**src/logic/cmp_ctrl_pkg.sv**
```systemverilog
// Constants, field positions and mode encodings for the dual comparator control block
package cmp_ctrl_pkg;
  // Register byte addresses
  localparam logic [11:0] CTRL_ADDR = 12'h09C;
  localparam logic [11:0] IRQ_ADDR = 12'h0A0;
  localparam logic [11:0] PORT_ADDR = 12'h0A4;
  // Control register fields
  localparam int RES2_BIT = 7;
  localparam int RES1_BIT = 6;
  localparam int INV2_BIT = 5;
  localparam int INV1_BIT = 4;
  localparam int SWITCH_BIT = 3;
  localparam logic [7:0] CTRL_RESET = 8'h07;
  // Interrupt register fields
  localparam int FLAG_BIT = 0;
  localparam int CHG_EN_BIT = 1;
  localparam int PERI_EN_BIT = 2;
  localparam int GLOB_EN_BIT = 3;
  // AXI responses
  localparam logic [1:0] RESP_OKAY = 2'h0;
  localparam logic [1:0] RESP_SLVERR = 2'h2;
  // Comparator modes
  typedef enum logic [2:0] {
    MODE_RESET_ANALOG = 3'h0,
    MODE_ONE_MUX = 3'h1,
    MODE_FOUR_REF = 3'h2,
    MODE_THREE_SHARED = 3'h3,
    MODE_TWO_INDEP = 3'h4,
    MODE_TWO_SHARED_OUT = 3'h5,
    MODE_ONE_INDEP = 3'h6,
    MODE_OFF = 3'h7
  } mode_t;
  // Input source selectors: pins 0..3, internal reference, ground
  typedef enum logic [2:0] {
    SRC_PIN0 = 3'h0,
    SRC_PIN1 = 3'h1,
    SRC_PIN2 = 3'h2,
    SRC_PIN3 = 3'h3,
    SRC_VREF = 3'h4,
    SRC_GND = 3'h5
  } src_t;
endpackage : cmp_ctrl_pkg

```
**src/logic/dual_comparator_control.sv**
```systemverilog
// Control, status and change detection around two analog comparators
//
// Our own choice: register access over AXI4-Lite.
`timescale 1ns/10ps
module dual_comparator_control
  import cmp_ctrl_pkg::*;
(
  // Clock and reset
  input wire logic CORE_CLK,
  input wire logic RST_N,
  // AXI4-Lite write address and data
  input wire logic [11:0] AWADDR,
  input wire logic AWVALID,
  output logic AWREADY,
  input wire logic [31:0] WDATA,
  input wire logic [3:0] WSTRB,
  input wire logic WVALID,
  output logic WREADY,
  // AXI4-Lite write response
  output logic [1:0] BRESP,
  output logic BVALID,
  input wire logic BREADY,
  // AXI4-Lite read
  input wire logic [11:0] ARADDR,
  input wire logic ARVALID,
  output logic ARREADY,
  output logic [31:0] RDATA,
  output logic [1:0] RRESP,
  output logic RVALID,
  input wire logic RREADY,
  // Analog front end: raw comparator results and routing controls
  input wire logic CMP1_RAW,
  input wire logic CMP2_RAW,
  output logic [2:0] CMP1_MINUS_SEL,
  output logic [2:0] CMP1_PLUS_SEL,
  output logic [2:0] CMP2_MINUS_SEL,
  output logic [2:0] CMP2_PLUS_SEL,
  output logic CMP1_POWER,
  output logic CMP2_POWER,
  // Port A pins 0..4
  input wire logic [4:0] PORT_A_PIN_IN,
  input wire logic [4:0] PORT_A_DIRECTION,
  input wire logic [4:0] PORT_A_LATCH,
  output logic [4:0] PORT_A_PIN_OUT,
  output logic [4:0] PORT_A_PIN_OE_N,
  output logic [4:0] PORT_A_ANALOG,
  // Interrupt and wake
  output logic COMPARE_IRQ,
  output logic WAKE_REQ
);

  // Register state; result bits are live views, so only bits 5..0 are stored
  logic [5:0] comparator_control_reg;
  logic compare_change_flag;
  logic compare_change_enable;
  logic peripheral_irq_enable;
  logic global_irq_enable;
  logic [1:0] sync1;
  logic [1:0] sync2;
  logic [1:0] seen;
  logic [1:0] result;
  logic [1:0] raw_result;
  logic [1:0] route_out;
  logic [4:0] analog_pins;
  logic [4:0] pin_sync1;
  logic [4:0] pin_sync2;
  logic [2:0] mode;
  logic input_switch_select;
  logic first_polarity_invert;
  logic second_polarity_invert;
  logic aw_held;
  logic w_held;
  logic [11:0] aw_addr;
  logic [31:0] w_data;
  logic [3:0] w_strb;
  logic do_write;
  logic do_read;
  logic ctrl_access;
  logic mismatch;
  logic [7:0] ctrl_view;

  // Field views of the control register
  assign mode = comparator_control_reg[2:0];
  assign input_switch_select = comparator_control_reg[SWITCH_BIT];
  assign first_polarity_invert = comparator_control_reg[INV1_BIT];
  assign second_polarity_invert = comparator_control_reg[INV2_BIT];

  // Raw results with polarity applied; these feed pins unsynchronised
  assign raw_result[0] = CMP1_RAW ^ first_polarity_invert;
  assign raw_result[1] = CMP2_RAW ^ second_polarity_invert;

  // Synchronise comparator results and port pins before the core reads them
  always_ff @(posedge CORE_CLK or negedge RST_N)
  begin
    if (!RST_N)
    begin
      sync1 <= 2'h0;
      sync2 <= 2'h0;
      pin_sync1 <= 5'h00;
      pin_sync2 <= 5'h00;
    end
    else
    begin
      sync1 <= raw_result;
      sync2 <= sync1;
      pin_sync1 <= PORT_A_PIN_IN;
      pin_sync2 <= pin_sync1;
    end
  end

  // Result bits forced low while the comparators are off
  // A mode change therefore looks like an output change and may set the flag
  assign result = (mode == MODE_OFF) ? 2'h0 : sync2;

  // Per-mode routing table for inputs, outputs and analog pin use
  always_comb
  begin
    CMP1_MINUS_SEL = SRC_GND;
    CMP1_PLUS_SEL = SRC_GND;
    CMP2_MINUS_SEL = SRC_GND;
    CMP2_PLUS_SEL = SRC_GND;
    CMP1_POWER = 1'b1;
    CMP2_POWER = 1'b1;
    route_out = 2'h0;
    analog_pins = 5'h00;
    case (mode)
      MODE_RESET_ANALOG:
      begin
        analog_pins = 5'h0F;
        CMP1_MINUS_SEL = SRC_PIN0;
        CMP1_PLUS_SEL = SRC_PIN3;
        CMP2_MINUS_SEL = SRC_PIN1;
        CMP2_PLUS_SEL = SRC_PIN2;
      end
      MODE_ONE_MUX:
      begin
        analog_pins = 5'h0F;
        CMP1_MINUS_SEL = input_switch_select ? SRC_PIN3 : SRC_PIN0;
        CMP1_PLUS_SEL = SRC_PIN2;
        CMP2_MINUS_SEL = SRC_PIN1;
        CMP2_PLUS_SEL = SRC_PIN2;
      end
      MODE_FOUR_REF:
      begin
        analog_pins = 5'h0F;
        CMP1_MINUS_SEL = input_switch_select ? SRC_PIN3 : SRC_PIN0;
        CMP2_MINUS_SEL = input_switch_select ? SRC_PIN2 : SRC_PIN1;
        CMP1_PLUS_SEL = SRC_VREF;
        CMP2_PLUS_SEL = SRC_VREF;
      end
      MODE_THREE_SHARED:
      begin
        analog_pins = 5'h07;
        CMP1_MINUS_SEL = SRC_PIN0;
        CMP1_PLUS_SEL = SRC_PIN2;
        CMP2_MINUS_SEL = SRC_PIN1;
        CMP2_PLUS_SEL = SRC_PIN2;
      end
      MODE_TWO_INDEP:
      begin
        analog_pins = 5'h0F;
        CMP1_MINUS_SEL = SRC_PIN0;
        CMP1_PLUS_SEL = SRC_PIN3;
        CMP2_MINUS_SEL = SRC_PIN1;
        CMP2_PLUS_SEL = SRC_PIN2;
      end
      MODE_TWO_SHARED_OUT:
      begin
        analog_pins = 5'h07;
        CMP1_MINUS_SEL = SRC_PIN0;
        CMP1_PLUS_SEL = SRC_PIN2;
        CMP2_MINUS_SEL = SRC_PIN1;
        CMP2_PLUS_SEL = SRC_PIN2;
        route_out = 2'h3;
      end
      MODE_ONE_INDEP:
      begin
        analog_pins = 5'h06;
        CMP1_POWER = 1'b0;
        CMP2_MINUS_SEL = SRC_PIN1;
        CMP2_PLUS_SEL = SRC_PIN2;
      end
      default:
      begin
        CMP1_POWER = 1'b0;
        CMP2_POWER = 1'b0;
      end
    endcase
  end

  // Pin drivers; routed outputs bypass all flops so they follow the analog edge
  always_comb
  begin
    PORT_A_PIN_OUT = PORT_A_LATCH;
    PORT_A_PIN_OUT[3] = route_out[0] ? raw_result[0] : PORT_A_LATCH[3];
    PORT_A_PIN_OUT[4] = route_out[1] ? raw_result[1] : PORT_A_LATCH[4];
    PORT_A_PIN_OE_N = PORT_A_DIRECTION | analog_pins;
    PORT_A_ANALOG = analog_pins;
  end

  // AXI write channel capture; address and data taken in either order
  assign AWREADY = !aw_held && !BVALID;
  assign WREADY = !w_held && !BVALID;
  assign ARREADY = !RVALID;
  assign do_write = aw_held && w_held && !BVALID;
  assign do_read = ARVALID && ARREADY;
  assign ctrl_access = (do_write && aw_addr == CTRL_ADDR) || (do_read && ARADDR == CTRL_ADDR);

  always_ff @(posedge CORE_CLK or negedge RST_N)
  begin
    if (!RST_N)
    begin
      aw_held <= 1'b0;
      w_held <= 1'b0;
      aw_addr <= 12'h000;
      w_data <= 32'h00000000;
      w_strb <= 4'h0;
      BVALID <= 1'b0;
      BRESP <= RESP_OKAY;
    end
    else
    begin
      if (AWVALID && AWREADY)
      begin
        aw_held <= 1'b1;
        aw_addr <= AWADDR;
      end
      if (WVALID && WREADY)
      begin
        w_held <= 1'b1;
        w_data <= WDATA;
        w_strb <= WSTRB;
      end
      if (do_write)
      begin
        aw_held <= 1'b0;
        w_held <= 1'b0;
        BVALID <= 1'b1;
        BRESP <= (aw_addr == CTRL_ADDR || aw_addr == IRQ_ADDR) ? RESP_OKAY : RESP_SLVERR;
      end
      else if (BVALID && BREADY)
      begin
        BVALID <= 1'b0;
      end
    end
  end

  // Control register; result bits have no storage so writes cannot reach them
  always_ff @(posedge CORE_CLK or negedge RST_N)
  begin
    if (!RST_N)
    begin
      comparator_control_reg <= CTRL_RESET[5:0];
    end
    else if (do_write && aw_addr == CTRL_ADDR && w_strb[0])
    begin
      comparator_control_reg <= w_data[5:0];
    end
  end

  // Mismatch latch: outputs captured on every control register access
  always_ff @(posedge CORE_CLK or negedge RST_N)
  begin
    if (!RST_N)
    begin
      seen <= 2'h0;
    end
    else if (ctrl_access)
    begin
      seen <= result;
    end
  end

  // A change landing on the access cycle is absorbed into the latch, as noted
  assign mismatch = (result != seen) && !ctrl_access;

  // Interrupt flag and enables; hardware set wins over a software clear
  always_ff @(posedge CORE_CLK or negedge RST_N)
  begin
    if (!RST_N)
    begin
      compare_change_flag <= 1'b0;
      compare_change_enable <= 1'b0;
      peripheral_irq_enable <= 1'b0;
      global_irq_enable <= 1'b0;
    end
    else
    begin
      if (do_write && aw_addr == IRQ_ADDR && w_strb[0])
      begin
        compare_change_flag <= w_data[FLAG_BIT] | mismatch;
        compare_change_enable <= w_data[CHG_EN_BIT];
        peripheral_irq_enable <= w_data[PERI_EN_BIT];
        global_irq_enable <= w_data[GLOB_EN_BIT];
      end
      else if (mismatch)
      begin
        compare_change_flag <= 1'b1;
      end
    end
  end

  // Request gated by all three enables; wake needs only the local enables
  assign COMPARE_IRQ = compare_change_flag && compare_change_enable
    && peripheral_irq_enable && global_irq_enable;
  assign WAKE_REQ = compare_change_flag && compare_change_enable
    && peripheral_irq_enable;

  assign ctrl_view = {result[1], result[0], comparator_control_reg[5:0]};

  // Read channel; port reads return 0 on analog pins
  always_ff @(posedge CORE_CLK or negedge RST_N)
  begin
    if (!RST_N)
    begin
      RVALID <= 1'b0;
      RDATA <= 32'h00000000;
      RRESP <= RESP_OKAY;
    end
    else if (do_read)
    begin
      RVALID <= 1'b1;
      RRESP <= RESP_OKAY;
      case (ARADDR)
        CTRL_ADDR: RDATA <= {24'h000000, ctrl_view};
        IRQ_ADDR: RDATA <= {28'h0000000, global_irq_enable, peripheral_irq_enable,
          compare_change_enable, compare_change_flag};
        PORT_ADDR: RDATA <= {27'h0000000, pin_sync2 & ~analog_pins};
        default:
        begin
          RDATA <= 32'h00000000;
          RRESP <= RESP_SLVERR;
        end
      endcase
    end
    else if (RVALID && RREADY)
    begin
      RVALID <= 1'b0;
    end
  end

endmodule : dual_comparator_control

```
**config.mk**
```make
export PLATFORM = sky130hd
export DESIGN_NAME = dual_comparator_control
export DESIGN_NICKNAME = d
export VERILOG_FILES = /design/src/logic/cmp_ctrl_pkg.sv /design/src/logic/dual_comparator_control.sv
export SDC_FILE = /design/constraint.sdc
export NUM_CORES = 1
export LEC_CHECK = 0
export ABC_AREA = 1
export BUFFER_PORTS_ARGS = -buffer_cell sky130_fd_sc_hd__buf_2
export CAP_MARGIN = 20
export CORE_MARGIN = 5
export CORE_UTILIZATION = 44
export CTS_CLUSTER_DIAMETER = 200
export CTS_CLUSTER_SIZE = 20
export DETAILED_ROUTE_END_ITERATION = 6
export GPL_TIMING_DRIVEN = 0
export PLACE_DENSITY = 0.82
export SLEW_MARGIN = 20
export SYNTH_ARGS = -nofsm -noshare
export SYNTH_HDL_FRONTEND = slang
export SYNTH_SLANG_ARGS = --single-unit
```
**constraint.sdc**
```tcl
create_clock -name CORE_CLK -period 3.51 [get_ports CORE_CLK]
set_input_delay 0.351 -clock CORE_CLK [delete_from_list [all_inputs] [get_ports CORE_CLK]]
set_output_delay 0.351 -clock CORE_CLK [all_outputs]
set_load 0.005 [all_outputs]
```
-- Yosys cells after proc, flatten, opt, wreduce, memory -nomap -nowiden
Cells that the tools add are included.
- flip-flop bits (word level): 85
- input bits: 84
- output and inout port bits: 72
- eq/ne operators: 13
- reductions and logical operators: 41
- bitwise operators: 6
- muxes and demuxes: 26
- operators by type and width (kind ; count):
    12-bit by 8-bit == test with 1-bit output, second input constant ; 5
    8-bit one-hot mux with 3 select lines ; 1
    1-bit logical AND ; 18
    3-bit one-hot mux with 2 select lines ; 3
    1-bit two-way mux ; 14
    3-bit == test, second input constant ; 4
    2-bit two-way mux ; 6
    4-bit one-hot mux with 3 select lines ; 1
    6-bit OR reduction ; 2
    2-bit nonzero test ; 5
    3-bit one-hot mux with 3 select lines ; 1
    4-bit OR reduction ; 2
    7-bit OR reduction ; 1
    3-bit by 2-bit == test with 1-bit output, second input constant ; 2
    2-bit OR reduction ; 3
    3-bit OR reduction ; 2
    5-bit bitwise AND ; 1
    1-bit zero test ; 5
    5-bit NOT ; 1
    5-bit OR ; 1
    3-bit by 1-bit == test with 1-bit output, second input constant ; 1
    3-bit zero test ; 1
    1-bit logical OR ; 2
    2-bit inequality test ; 1
    other kinds (2) ; 3

-- Logic depth before layout (Yosys ltp)
Gate-level depths: netlist (run 1).
- word-level depth: 8
- depth in mapped cells: 10

-- Worst setup path before layout (run 1)
No wires, ideal clock.
- path kind: flip-flop to output port
- start point: register comparator_control_reg[1]
- end point: output port CMP2_PLUS_SEL[2]
- arrival: 1.208 ns
- stages on the path, launching flop included: 9
- required time: 3.159 ns
- slack: 1.951 ns
- path through: dfstp_2 > buf_2 > nand2_4 > inv_4 > nand2_4 > buf_6 > inv_1 > nor2_1 > inv_1
- cells in the longest elaborated chain, start to end: 3
- ends and longest elaborated chain (item ; RTL line ; source):
    start, declared ; dual_comparator_control.sv:53 ; logic [5:0] comparator_control_reg;
    start signal, assigned ; dual_comparator_control.sv:253 ; comparator_control_reg <= CTRL_RESET[5:0];
    start signal, assigned ; dual_comparator_control.sv:257 ; comparator_control_reg <= w_data[5:0];
    3-bit == test, or another cell as far along ; dual_comparator_control.sv:126 ; case (mode)
    6-bit OR reduction (no source line) ; n/a ;
    3-bit one-hot mux with 2 select lines * ; dual_comparator_control.sv:126 ;
    end, declared ; dual_comparator_control.sv:37 ; output logic [2:0] CMP2_PLUS_SEL,
Mark *: on every way between the ends. The rest lies on a longest branch, timed or not.

-- Final worst setup path (run 1)
- start point: register comparator_control_reg[0]
- end point: output port PORT_A_PIN_OUT[4]
- cells in the longest elaborated chain, start to end: 3
- ends and longest elaborated chain (item ; RTL line ; source):
    3-bit == test ; dual_comparator_control.sv:126 ;
    2-bit two-way mux ; dual_comparator_control.sv:126 ;
    1-bit two-way mux ; dual_comparator_control.sv:196 ; PORT_A_PIN_OUT[4] = route_out[1] ? raw_result[1] : PORT_A_LATCH[4];
    end, declared ; dual_comparator_control.sv:44 ; output logic [4:0] PORT_A_PIN_OUT,
No other way between the ends.

==> flow_summary.yaml, run 1 <==
run_status:
  outcome: "finished, final reports clean"
timing:
  max_freq_ghz: 0.472
  slew_headroom_pct: 51.6
  worst_slew_pin_slew_ps: 725
  slew_violations: 0
  finalCritPeriodShare_pct: 60.3
  finalSetupViolCount: 0
  fin_crit_ps: 2120
  rsz0062_at_grt: "no"
  finalSetupTns_ps: 0
  finalHoldViolCount: 0
  fin_skew_ps: 13.8
yosys:
  synth_cells: 342
  synth_top_area_share_pct: 46.6
  ys_types: 35
  yosys-top-cells-area: "dfrtp_1 47%, nand2_1 9.2%, buf_4 8.5%, inv_1 4.6%, nor2_1 4.1%"
  seq_area_frac_synth_pct: 49.3
  ys_ff_latch: 59
  netlist_area_mm2: 0.00301
  synth_top_area_cell: "dfrtp_1"
  yosys_warnings: 0
  syn_avg_cell_area_um2: 8.79
route:
  dr.pass1.iters: 4
  wl_um: 6810
  drtIter0Drc: 179
  routed_via_density: 4.44
  via_count: 2484
  drc: 0
  antenna_left: 0
  post_drt_wl_per_cell_um: 12.2
placed_design:
  placed_area_mm2: 0.00368
  hpwl_um: 5340
  dp.cells: 543
  gp_congestion: 0.870
  portBuffers: 95
cells_and_area:
  final_cell_area_mm2: 0.00389
  final_nets: 558
  drive_above_1_share_pct: 39.2
  antenna_cells: 0
  top_regs: "aw_addr (12), RDATA (8)"
  fin_cells: 559
  syn_to_final_growth_pct: 29.4
  most-common-layout-cells: "97 x buf_2, 74 x nand2_1, 56 x dfrtp_1"
  fillers: 604
  top_register: "aw_addr"
  largest_register_ffs: 12
  mostFrequentLayoutCell: "buf_2"
  fin_util_pct: 57.9
floorplanning:
  ioPinCount: 156
  core_mm2: 0.00672
  initial_core_util_pct: 44.7
  dieArea_mm2: 0.00858
  die_w_um: 92.6
  num_rows: 30
  die_y_um: 92.6
worst_setup_path:
  r2r_slack_ps: 2000
  path_class: "flip-flop to output port"
  worstSetupStartpointType: "flip-flop"
  crit_start: "comparator_control_reg[0]$_DFFE_PN1P_"
  cp-end-kind: "output port"
  cp.arrival_ps: 1770
  required_ps: 3160
  crit_fanout: 9
  r2r-start: "comparator_control_reg[1]$_DFFE_PN1P_"
clock_network:
  clk_pin_slew_ps: 70
  ctsResizeCount: 0
  post-cts-setup-buffers: 0
  ctsHoldBuffers: 0
  cts_tree: "built"
  clk-insertion-delay-late_ps: 350
  ctsLongestPathBuffers: 2
  cts_root_buf: "clkbuf_8"
  htree_levels: 3
  cts_buffers: 9
  clkSinkCount: 59
hold_path:
  hp-class: "input pin to asynchronous set/reset pin"
power:
  p_leak_nw: 2.19
  max-vdd-ir-drop_uv: 390
  pwr_density_cell_mw_per_mm2: 508
global_route:
  grt_max_degree: 60
  antenna_found_initial: 0
  grt_pass1_vias: 2491
  grt-ovfl-total: 0
  grt_usage_pct: 16.9
  grt_pass1_wl_um: 11400
run:
  cap_violations: 0
-- power breakdown --
part / switching (mW) / internal (mW)
sequential: 0.0843 / 0.824
combinational: 0.231 / 0.192
clock: 0.304 / 0.340
-- metrics by stage --
step | setup slack (ps) | power, mW | hold WS, ps
2_1_floorplan | 1950 | 1.20 | 55.4
3_3_place_gp | 1760 | 1.32 | 334
3_5_place_dp | 1760 | 1.35 | 335
4_1_cts | 1370 | 2.00 | 84.9
5_1_grt | 1280 | 2.11 | 82.7
6_report | 1390 | 1.97 | 68.9
-- routing by layer --
| metal | track usage (%) | vias up | wire [um] |
|---|---|---|---|
| li1 | - | 1269 | - |
| met1 | 19.6 | 1112 | 2710 |
| met2 | 29.9 | 97 | 3480 |
| met3 | 4.79 | 6 | 558 |
| met4 | 5.98 | 0 | 58 |
| met5 | 0 | - | 0 |
-- path summary, 6_finish.rpt --
path                                           to  depth (start not counted)
min reg2reg                pin_sync2[0]$_DFF_PN0_                          0
max                             PORT_A_PIN_OUT[4]                          5
min in group CORE_CLK      pin_sync1[2]$_DFF_PN0_                          1
max in group asynchronous  aw_addr[2]$_DFFE_PN0P_                          1
max reg2reg                  RDATA[2]$_DFFE_PN0N_                         10
min                        aw_addr[0]$_DFFE_PN0P_                          1
-- cell type report --
| cell class | instances | area [um^2] | area share, % |
|---|---|---|---|
| tap | 80 | 100 | 2.57 |
| buffer | 41 | 308 | 7.92 |
| multi-input combinational | 225 | 1150 | 29.6 |
| sequential | 59 | 1480 | 38.1 |
| clock buffer | 9 | 124 | 3.19 |
| timing repair buffer | 95 | 478 | 12.3 |
| clock inverter | 7 | 82.6 | 2.12 |
| inverter | 43 | 164 | 4.22 |
-- Yosys cell counts --
cell      count
nand2_1      74
dfrtp_1      56
inv_1        37
buf_4        34
nor2_1       33
nand3_1      24
a21oi_1      10
o21ai_0      10
mux2_2        7
o21ai_2       6
mux2_1        5
inv_2         4
nand3_2       4
nor2_2        4
buf_2         3
buf_6         3
dfstp_2       3
o21ai_1       3
or2_1         3
nand2_4       2
nand4_1       2
xor2_1        2
a21oi_2       1
and2_1        1
and3_1        1
clkbuf_1      1
clkinv_1      1
conb_1        1
inv_4         1
nand2_2       1
nor2_4        1
nor2_8        1
nor3_4        1
o21a_1        1
or2_2         1
-- worst max-delay path, stage by stage (launching register included) --
cell	delay (ps)
dfstp_2	530
buf_6	140
nand2_1	90
nor2_1	180
mux2_2	350
buf_2	120
-- kinds of logic (layout without fill, tap and decap cells) --
family	after synthesis	in the layout	share of synthesized area (%)
buf+inv	84	195	15.7
flops	59	59	49.3
mux	12	12	4.50
xor+xnor	2	2	0.583
compound gates	31	31	6.12
other cells	1	27	0.125
simple gates	153	153	23.7
Note: power is estimated with default switching activity, not from simulation.
==> inputs of run 2 (changes only) <==
Settings changed: CORE_UTILIZATION 44 to 41, PLACE_DENSITY 0.82 to 0.8.
Clock period 3.51 ns to 1.8 ns, I/O delays scaled along.
==> run 2 against run 1 <==
  * The flow now finishes with violations (negative setup slack)
  * Clock-buffer cell count up 3
  * Via count grew 5.4%
  * Core utilization shrank 0.30 points
  * Clock power up 110%
  * Sequential share of layout area fell by 2.2 points
  * Cell area rose by 6.2%
  * Die area rose by 6.5%
  * Register-to-register slack lost 1700 ps
  * Critical endpoint is now PORT_A_PIN_OUT[3]
  * Largest power group unchanged
  * Highest routed layer unchanged
==> flow_summary.yaml, run 2 (synthesis results as in run 1) <==
run_status:
  outcome: "complete, but fails checks"
  violations: "negative setup slack"
timing:
  slew_violations: 0
  layout_setup_ws_ps: -2.15
  fin_skew_ps: 7.27
  slew_headroom_pct: 52.1
  finalCritPeriodShare_pct: 100
  finalSetupViolCount: 1
  worst_slew_pin_slew_ps: 719
  rsz0062_at_grt: "yes"
  finalHoldViolCount: 0
  max_freq_ghz: 0.555
  fin_crit_ps: 1800
run:
  cap_violations: 0
floorplanning:
  initial_core_util_pct: 41.9
  dieArea_mm2: 0.00914
  die_w_um: 95.6
  die_y_um: 95.6
  num_rows: 31
  ioPinCount: 156
  core_mm2: 0.00718
global_route:
  grt_pass1_vias: 2551
  antenna_found_initial: 0
  grt_usage_pct: 16.2
  grt_pass1_wl_um: 11400
  grt-ovfl-total: 0
  grt_max_degree: 60
clock_network:
  cts_root_buf: "clkbuf_8"
  htree_levels: 3
  ctsLongestPathBuffers: 2
  clk_pin_slew_ps: 70
  clk-insertion-delay-late_ps: 340
  clkSinkCount: 59
  cts_tree: "built"
  cts_buffers: 9
route:
  wl_um: 7190
  routed_via_density: 4.41
  drtIter0Drc: 95
  drc: 0
  via_count: 2617
  post_drt_wl_per_cell_um: 12.1
  antenna_left: 0
  dr.pass1.iters: 4
power:
  pwr_density_cell_mw_per_mm2: 954
  p_leak_nw: 2.27
  max-vdd-ir-drop_uv: 666
cells_and_area:
  syn_to_final_growth_pct: 37.4
  top_register: "aw_addr"
  drive_above_1_share_pct: 41.7
  antenna_cells: 0
  mostFrequentLayoutCell: "buf_2"
  largest_register_ffs: 12
  final_nets: 573
  most-common-layout-cells: "94 x buf_2, 71 x nand2_1, 56 x dfrtp_1"
  top_regs: "aw_addr (12), RDATA (8)"
  fin_cells: 593
  fin_util_pct: 57.6
  fillers: 646
worst_setup_path:
  crit_fanout: 6
  worstSetupStartpointType: "flip-flop"
  path_class: "flip-flop to output port"
  required_ps: 1620
  cp.arrival_ps: 1620
  cp-end-kind: "output port"
placed_design:
  dp.cells: 562
  hpwl_um: 5530
  gp_congestion: 0.809
  portBuffers: 95
hold_path:
  hp-class: "input pin to flip-flop"
## run 2: cell count changes in the layout (fill, tap and decap cells not counted), moves of 3 or more
cell           before  now
nor2_1             33   29
inv_2               4    7
inv_6               4    1
inv_1              37   33
buf_2              97   94
buf_4              35   45
nand2_1            74   71
dlygate4sd3_1       0    6
## run 2: cell type report
type	count	area [um^2]	share of cell area (%)
Sequential cell	59	1480	35.8
Clock buffer	12	145	3.51
Clock inverter	4	73.8	1.79
Inverter	43	169	4.09
Buffer	39	292	7.06
Multi-Input combinational cell	225	1210	29.3
Timing Repair Buffer	112	637	15.4
Tap cell	99	124	3.00
## run 2: metrics by stage
stage	TNS, ps	hold WS, ps	worst slack [ps]	area, um^2	total power [mW]
6_report	-2.15	10.1	-2.15	4130	3.94
5_1_grt	-268	6.04	-85.9	4130	4.19
4_1_cts	-87.5	1.38	-31.6	4050	3.98
3_5_place_dp	0	286	140	3700	2.63
3_3_place_gp	0	290	144	3700	2.58
2_1_floorplan	0	-116	412	3100	2.34
## run 2: metal layers
layer,GRT usage (%),wire length (um),vias to the layer above
met4,4.86,132,0
met1,18.7,2730,1188
li1,-,-,1302
met2,27.3,3470,113
met3,6.79,861,14
met5,0,0,-
## run 2: where the power goes
group          internal [mW]  switching (mW)  total (mW)  leakage, nW
clock network          0.818           0.510        1.33        0.111
logic                  0.387           0.453       0.841         1.44
registers               1.61           0.162        1.77        0.712
## run 2: final timing paths
| path | startpoint | slack [ps] | to | cells after the start |
|---|---|---|---|---|
| max in group asynchronous | RST_N | 890 | global_irq_enable$_DFFE_PN0P_ | 2 |
| worst max-delay path | comparator_control_reg[0]$_DFFE_PN1P_ | -2 | PORT_A_PIN_OUT[3] | 5 |
| worst min-delay path | BREADY | 10 | BVALID$_DFFE_PN0P_ | 2 |
| min in group asynchronous | RST_N | 440 | pin_sync1[2]$_DFF_PN0_ | 2 |
| worst min register to register | pin_sync1[1]$_DFF_PN0_ | 350 | pin_sync2[1]$_DFF_PN0_ | 0 |
| worst max register to register | comparator_control_reg[1]$_DFFE_PN1P_ | 280 | compare_change_flag$_DFFE_PN0P_ | 10 |
## run 2: repair_timing
action	in CTS	in global routing
hold buffers	6	0
resized for setup	10	15
setup buffers	6	5
pin swaps	4	8
hold endpoints to repair	61	0
endpoints found under the setup margin	14	10
## run 2: critical path, cell delays in order, from the launching register on
cell and delay, ps:
dfstp_2 530, buf_6 120, nand2_4 60, nor2_4 130
mux2_4 320, buf_6 120
==> inputs of run 3 (changes only) <==
Settings changed: ABC_AREA 1 to default, PLACE_DENSITY 0.8 to 0.77.
==> run 3 against run 2 <==
  * Power is 1.7% lower
  * Clock-buffer cell count is 2 lower
  * Die area is 3.1% lower
  * Critical path type unchanged
  * The run now ends clean
  * Sequential share of layout area is 1.6 points higher
  * Sequential cell count stayed put
  * Setup slack better by 43 ps
  * Hold slack better by 19 ps
==> flow_summary.yaml, run 3 <==
power:
  switching_share_pct: 28.4
  max-vdd-ir-drop_uv: 686
  p_leak_nw: 2.00
  seqPwrFrac_pct: 48.2
  internal-power_mw: 2.77
  p_switching_mw: 1.10
  power_frac_clock_pct: 31.1
  p_comb_share_pct: 20.7
  pwr_density_cell_mw_per_mm2: 980
run_status:
  outcome: "finished, final reports clean"
route:
  drtIter0Drc: 138
  top_layer: "met4"
  wl_um: 6540
  antenna_left: 0
  routed_via_density: 4.50
  drc: 0
  dr.pass1.iters: 4
  wl_met2_um: 3160
  m1WireLength_um: 2720
  via_count: 2244
  wl_met3_um: 528
  post_drt_wl_per_cell_um: 13.1
cells_and_area:
  final-seq-area_mm2: 0.00148
  most-common-layout-cells: "97 x buf_2, 56 x dfrtp_1, 43 x buf_4"
  final_nets: 482
  antenna_cells: 0
  mostFrequentLayoutCell: "buf_2"
  fin_util_pct: 57.9
  top_register: "aw_addr"
  drive_above_1_share_pct: 51.1
  top_regs: "aw_addr (12), RDATA (8)"
  largest_register_ffs: 12
  multi_input_area_mm2: 0.00119
  syn_to_final_growth_pct: 36.2
  fillers: 559
worst_setup_path:
  path_class: "flip-flop to output port"
  worstSetupStartpointType: "flip-flop"
  cp.arrival_ps: 1580
  cp-end-kind: "output port"
  crit_fanout: 5
  required_ps: 1620
yosys:
  synth-simple-area-share_pct: 15.0
  yosys.area_share.xor_xnor_pct: 1.21
  synth_top_area_share_pct: 48.3
  synth_most_common_cell: "dfrtp_1"
  ys_types: 51
  async_flop_share_pct: 100
  synth_edf_count: 0
  seq_area_frac_synth_pct: 51.0
  synthMuxAreaShare_pct: 11.9
  synth_adder_area_share_pct: 0.388
  syn_avg_cell_area_um2: 11.5
  ys.flop_type: "dfrtp_1"
  yosys_warnings: 0
  yosys-top-cells-area: "dfrtp_1 48%, mux2_2 10%, buf_4 8.5%, dfstp_2 2.7%, nand2_1 2.6%"
  synth_compound_area_share_pct: 8.24
  ys_ff_latch: 59
  synth_top_family_by_area: "simple AND/OR/NAND/NOR gates"
  synth_top_area_cell: "dfrtp_1"
  netlist_area_mm2: 0.00290
  synth_cells: 253
  synth_commonest_cells: "56 x dfrtp_1, 33 x buf_4, 27 x mux2_2, 20 x nand2_1, 15 x inv_1"
placed_design:
  portBuffers: 95
  dp_worst_setup_slack_ps: 165
  gp_congestion: 0.780
  hpwl_um: 5000
clock_network:
  cts_root_buf: "clkbuf_8"
  clkSinkCount: 59
  htree_levels: 3
  ctsLongestPathBuffers: 2
  clk-insertion-delay-late_ps: 340
  clk_pin_slew_ps: 70
  cts_buffers: 9
  cts_tree: "built"
timing:
  slew_headroom_pct: 53.2
  finalHoldViolCount: 0
  worst_slew_pin_slew_ps: 702
  fin_skew_ps: 8.14
  layout_setup_ws_ps: 40.4
  slew_violations: 0
  rsz0062_at_grt: "yes"
  fin_crit_ps: 1760
  finalCritPeriodShare_pct: 97.8
  finalSetupTns_ps: 0
  finalSetupViolCount: 0
  max_freq_ghz: 0.568
hold_path:
  hp-class: "input pin to flip-flop"
global_route:
  grt_max_degree: 60
  antenna_found_initial: 0
  grt-ovfl-total: 0
  grt_pass1_wl_um: 10200
  grt_pass1_vias: 2112
  grt_usage_pct: 14.9
floorplanning:
  core_mm2: 0.00683
  dieArea_mm2: 0.00886
  die_w_um: 94.1
  ioPinCount: 156
  die_y_um: 94.1
  num_rows: 30
  initial_core_util_pct: 42.5
run:
  cap_violations: 0
run 3: timing repair:
item,in CTS,in global routing
hold buffers,6,0
pin swaps,0,0
gates resized for setup,3,7
setup buffers,7,2
endpoints found under the setup margin,7,4
endpoints found under the hold margin,61,0
run 3: kinds of logic (layout without fill, tap and decap cells):
kind of cell | Yosys count | count (layout)
other cells | 1 | 27
mux | 31 | 31
flops | 59 | 59
buf+inv | 58 | 182
simple gates | 64 | 64
xor+xnor | 4 | 4
compound gates | 35 | 35
fa+ha+maj | 1 | 1
run 3: final timing paths:
path | start | to | slack, ps | cells after the start
worst min register to register | pin_sync1[2]$_DFF_PN0_ | pin_sync2[2]$_DFF_PN0_ | 350 | 0
worst min-delay path | RREADY | RVALID$_DFFE_PN0P_ | 30 | 2
min in group asynchronous | RST_N | aw_addr[9]$_DFFE_PN0P_ | 430 | 2
worst max register to register | aw_addr[9]$_DFFE_PN0P_ | global_irq_enable$_DFFE_PN0P_ | 190 | 4
max in group asynchronous | RST_N | RVALID$_DFFE_PN0P_ | 900 | 2
worst max-delay path | comparator_control_reg[1]$_DFFE_PN1P_ | PORT_A_PIN_OUT[4] | 40 | 4
run 3: per-stage QoR:
step,cells,power [mW],hold WS [ps],instance area [um^2]
5_1_grt,499,4.07,27.8,3950
3_5_place_dp,470,2.69,280,3600
2_1_floorplan,279,2.40,-116,3000
6_report,499,3.87,29.1,3950
4_1_cts,497,3.91,20.6,3910
3_3_place_gp,470,2.63,290,3590
run 3: metal layers:
layer	track usage, %	vias up
li1	-	1097
met1	18.3	1046
met2	23.7	89
met3	4.73	12
met4	6.98	0
met5	0	-
run 3: final cells by class:
class,count,share of cell area [%]
well taps,96,3.04
flip-flops and latches,59,37.4
multi-input cells,162,30.1
plain buffers,40,7.41
clock inverters,6,1.65
repair buffers,110,15.3
clock buffers,10,3.48
inverters,16,1.58
run 3: power by group through the flow:
stage	Sequential (mW)	Combinational, mW	Clock [mW]
final	1.87	0.801	1.20
after global routing	1.91	0.885	1.28
after CTS	1.87	0.812	1.23
after detailed placement	1.89	0.796	0
after global placement	1.87	0.768	0
after floorplan	1.82	0.574	0
run 3: critical path, stage by stage, from the launching register on:
cell and delay (ps):
dfstp_2 550, buf_6 120, nand2b_4 120, mux2_2 320, buf_2 130
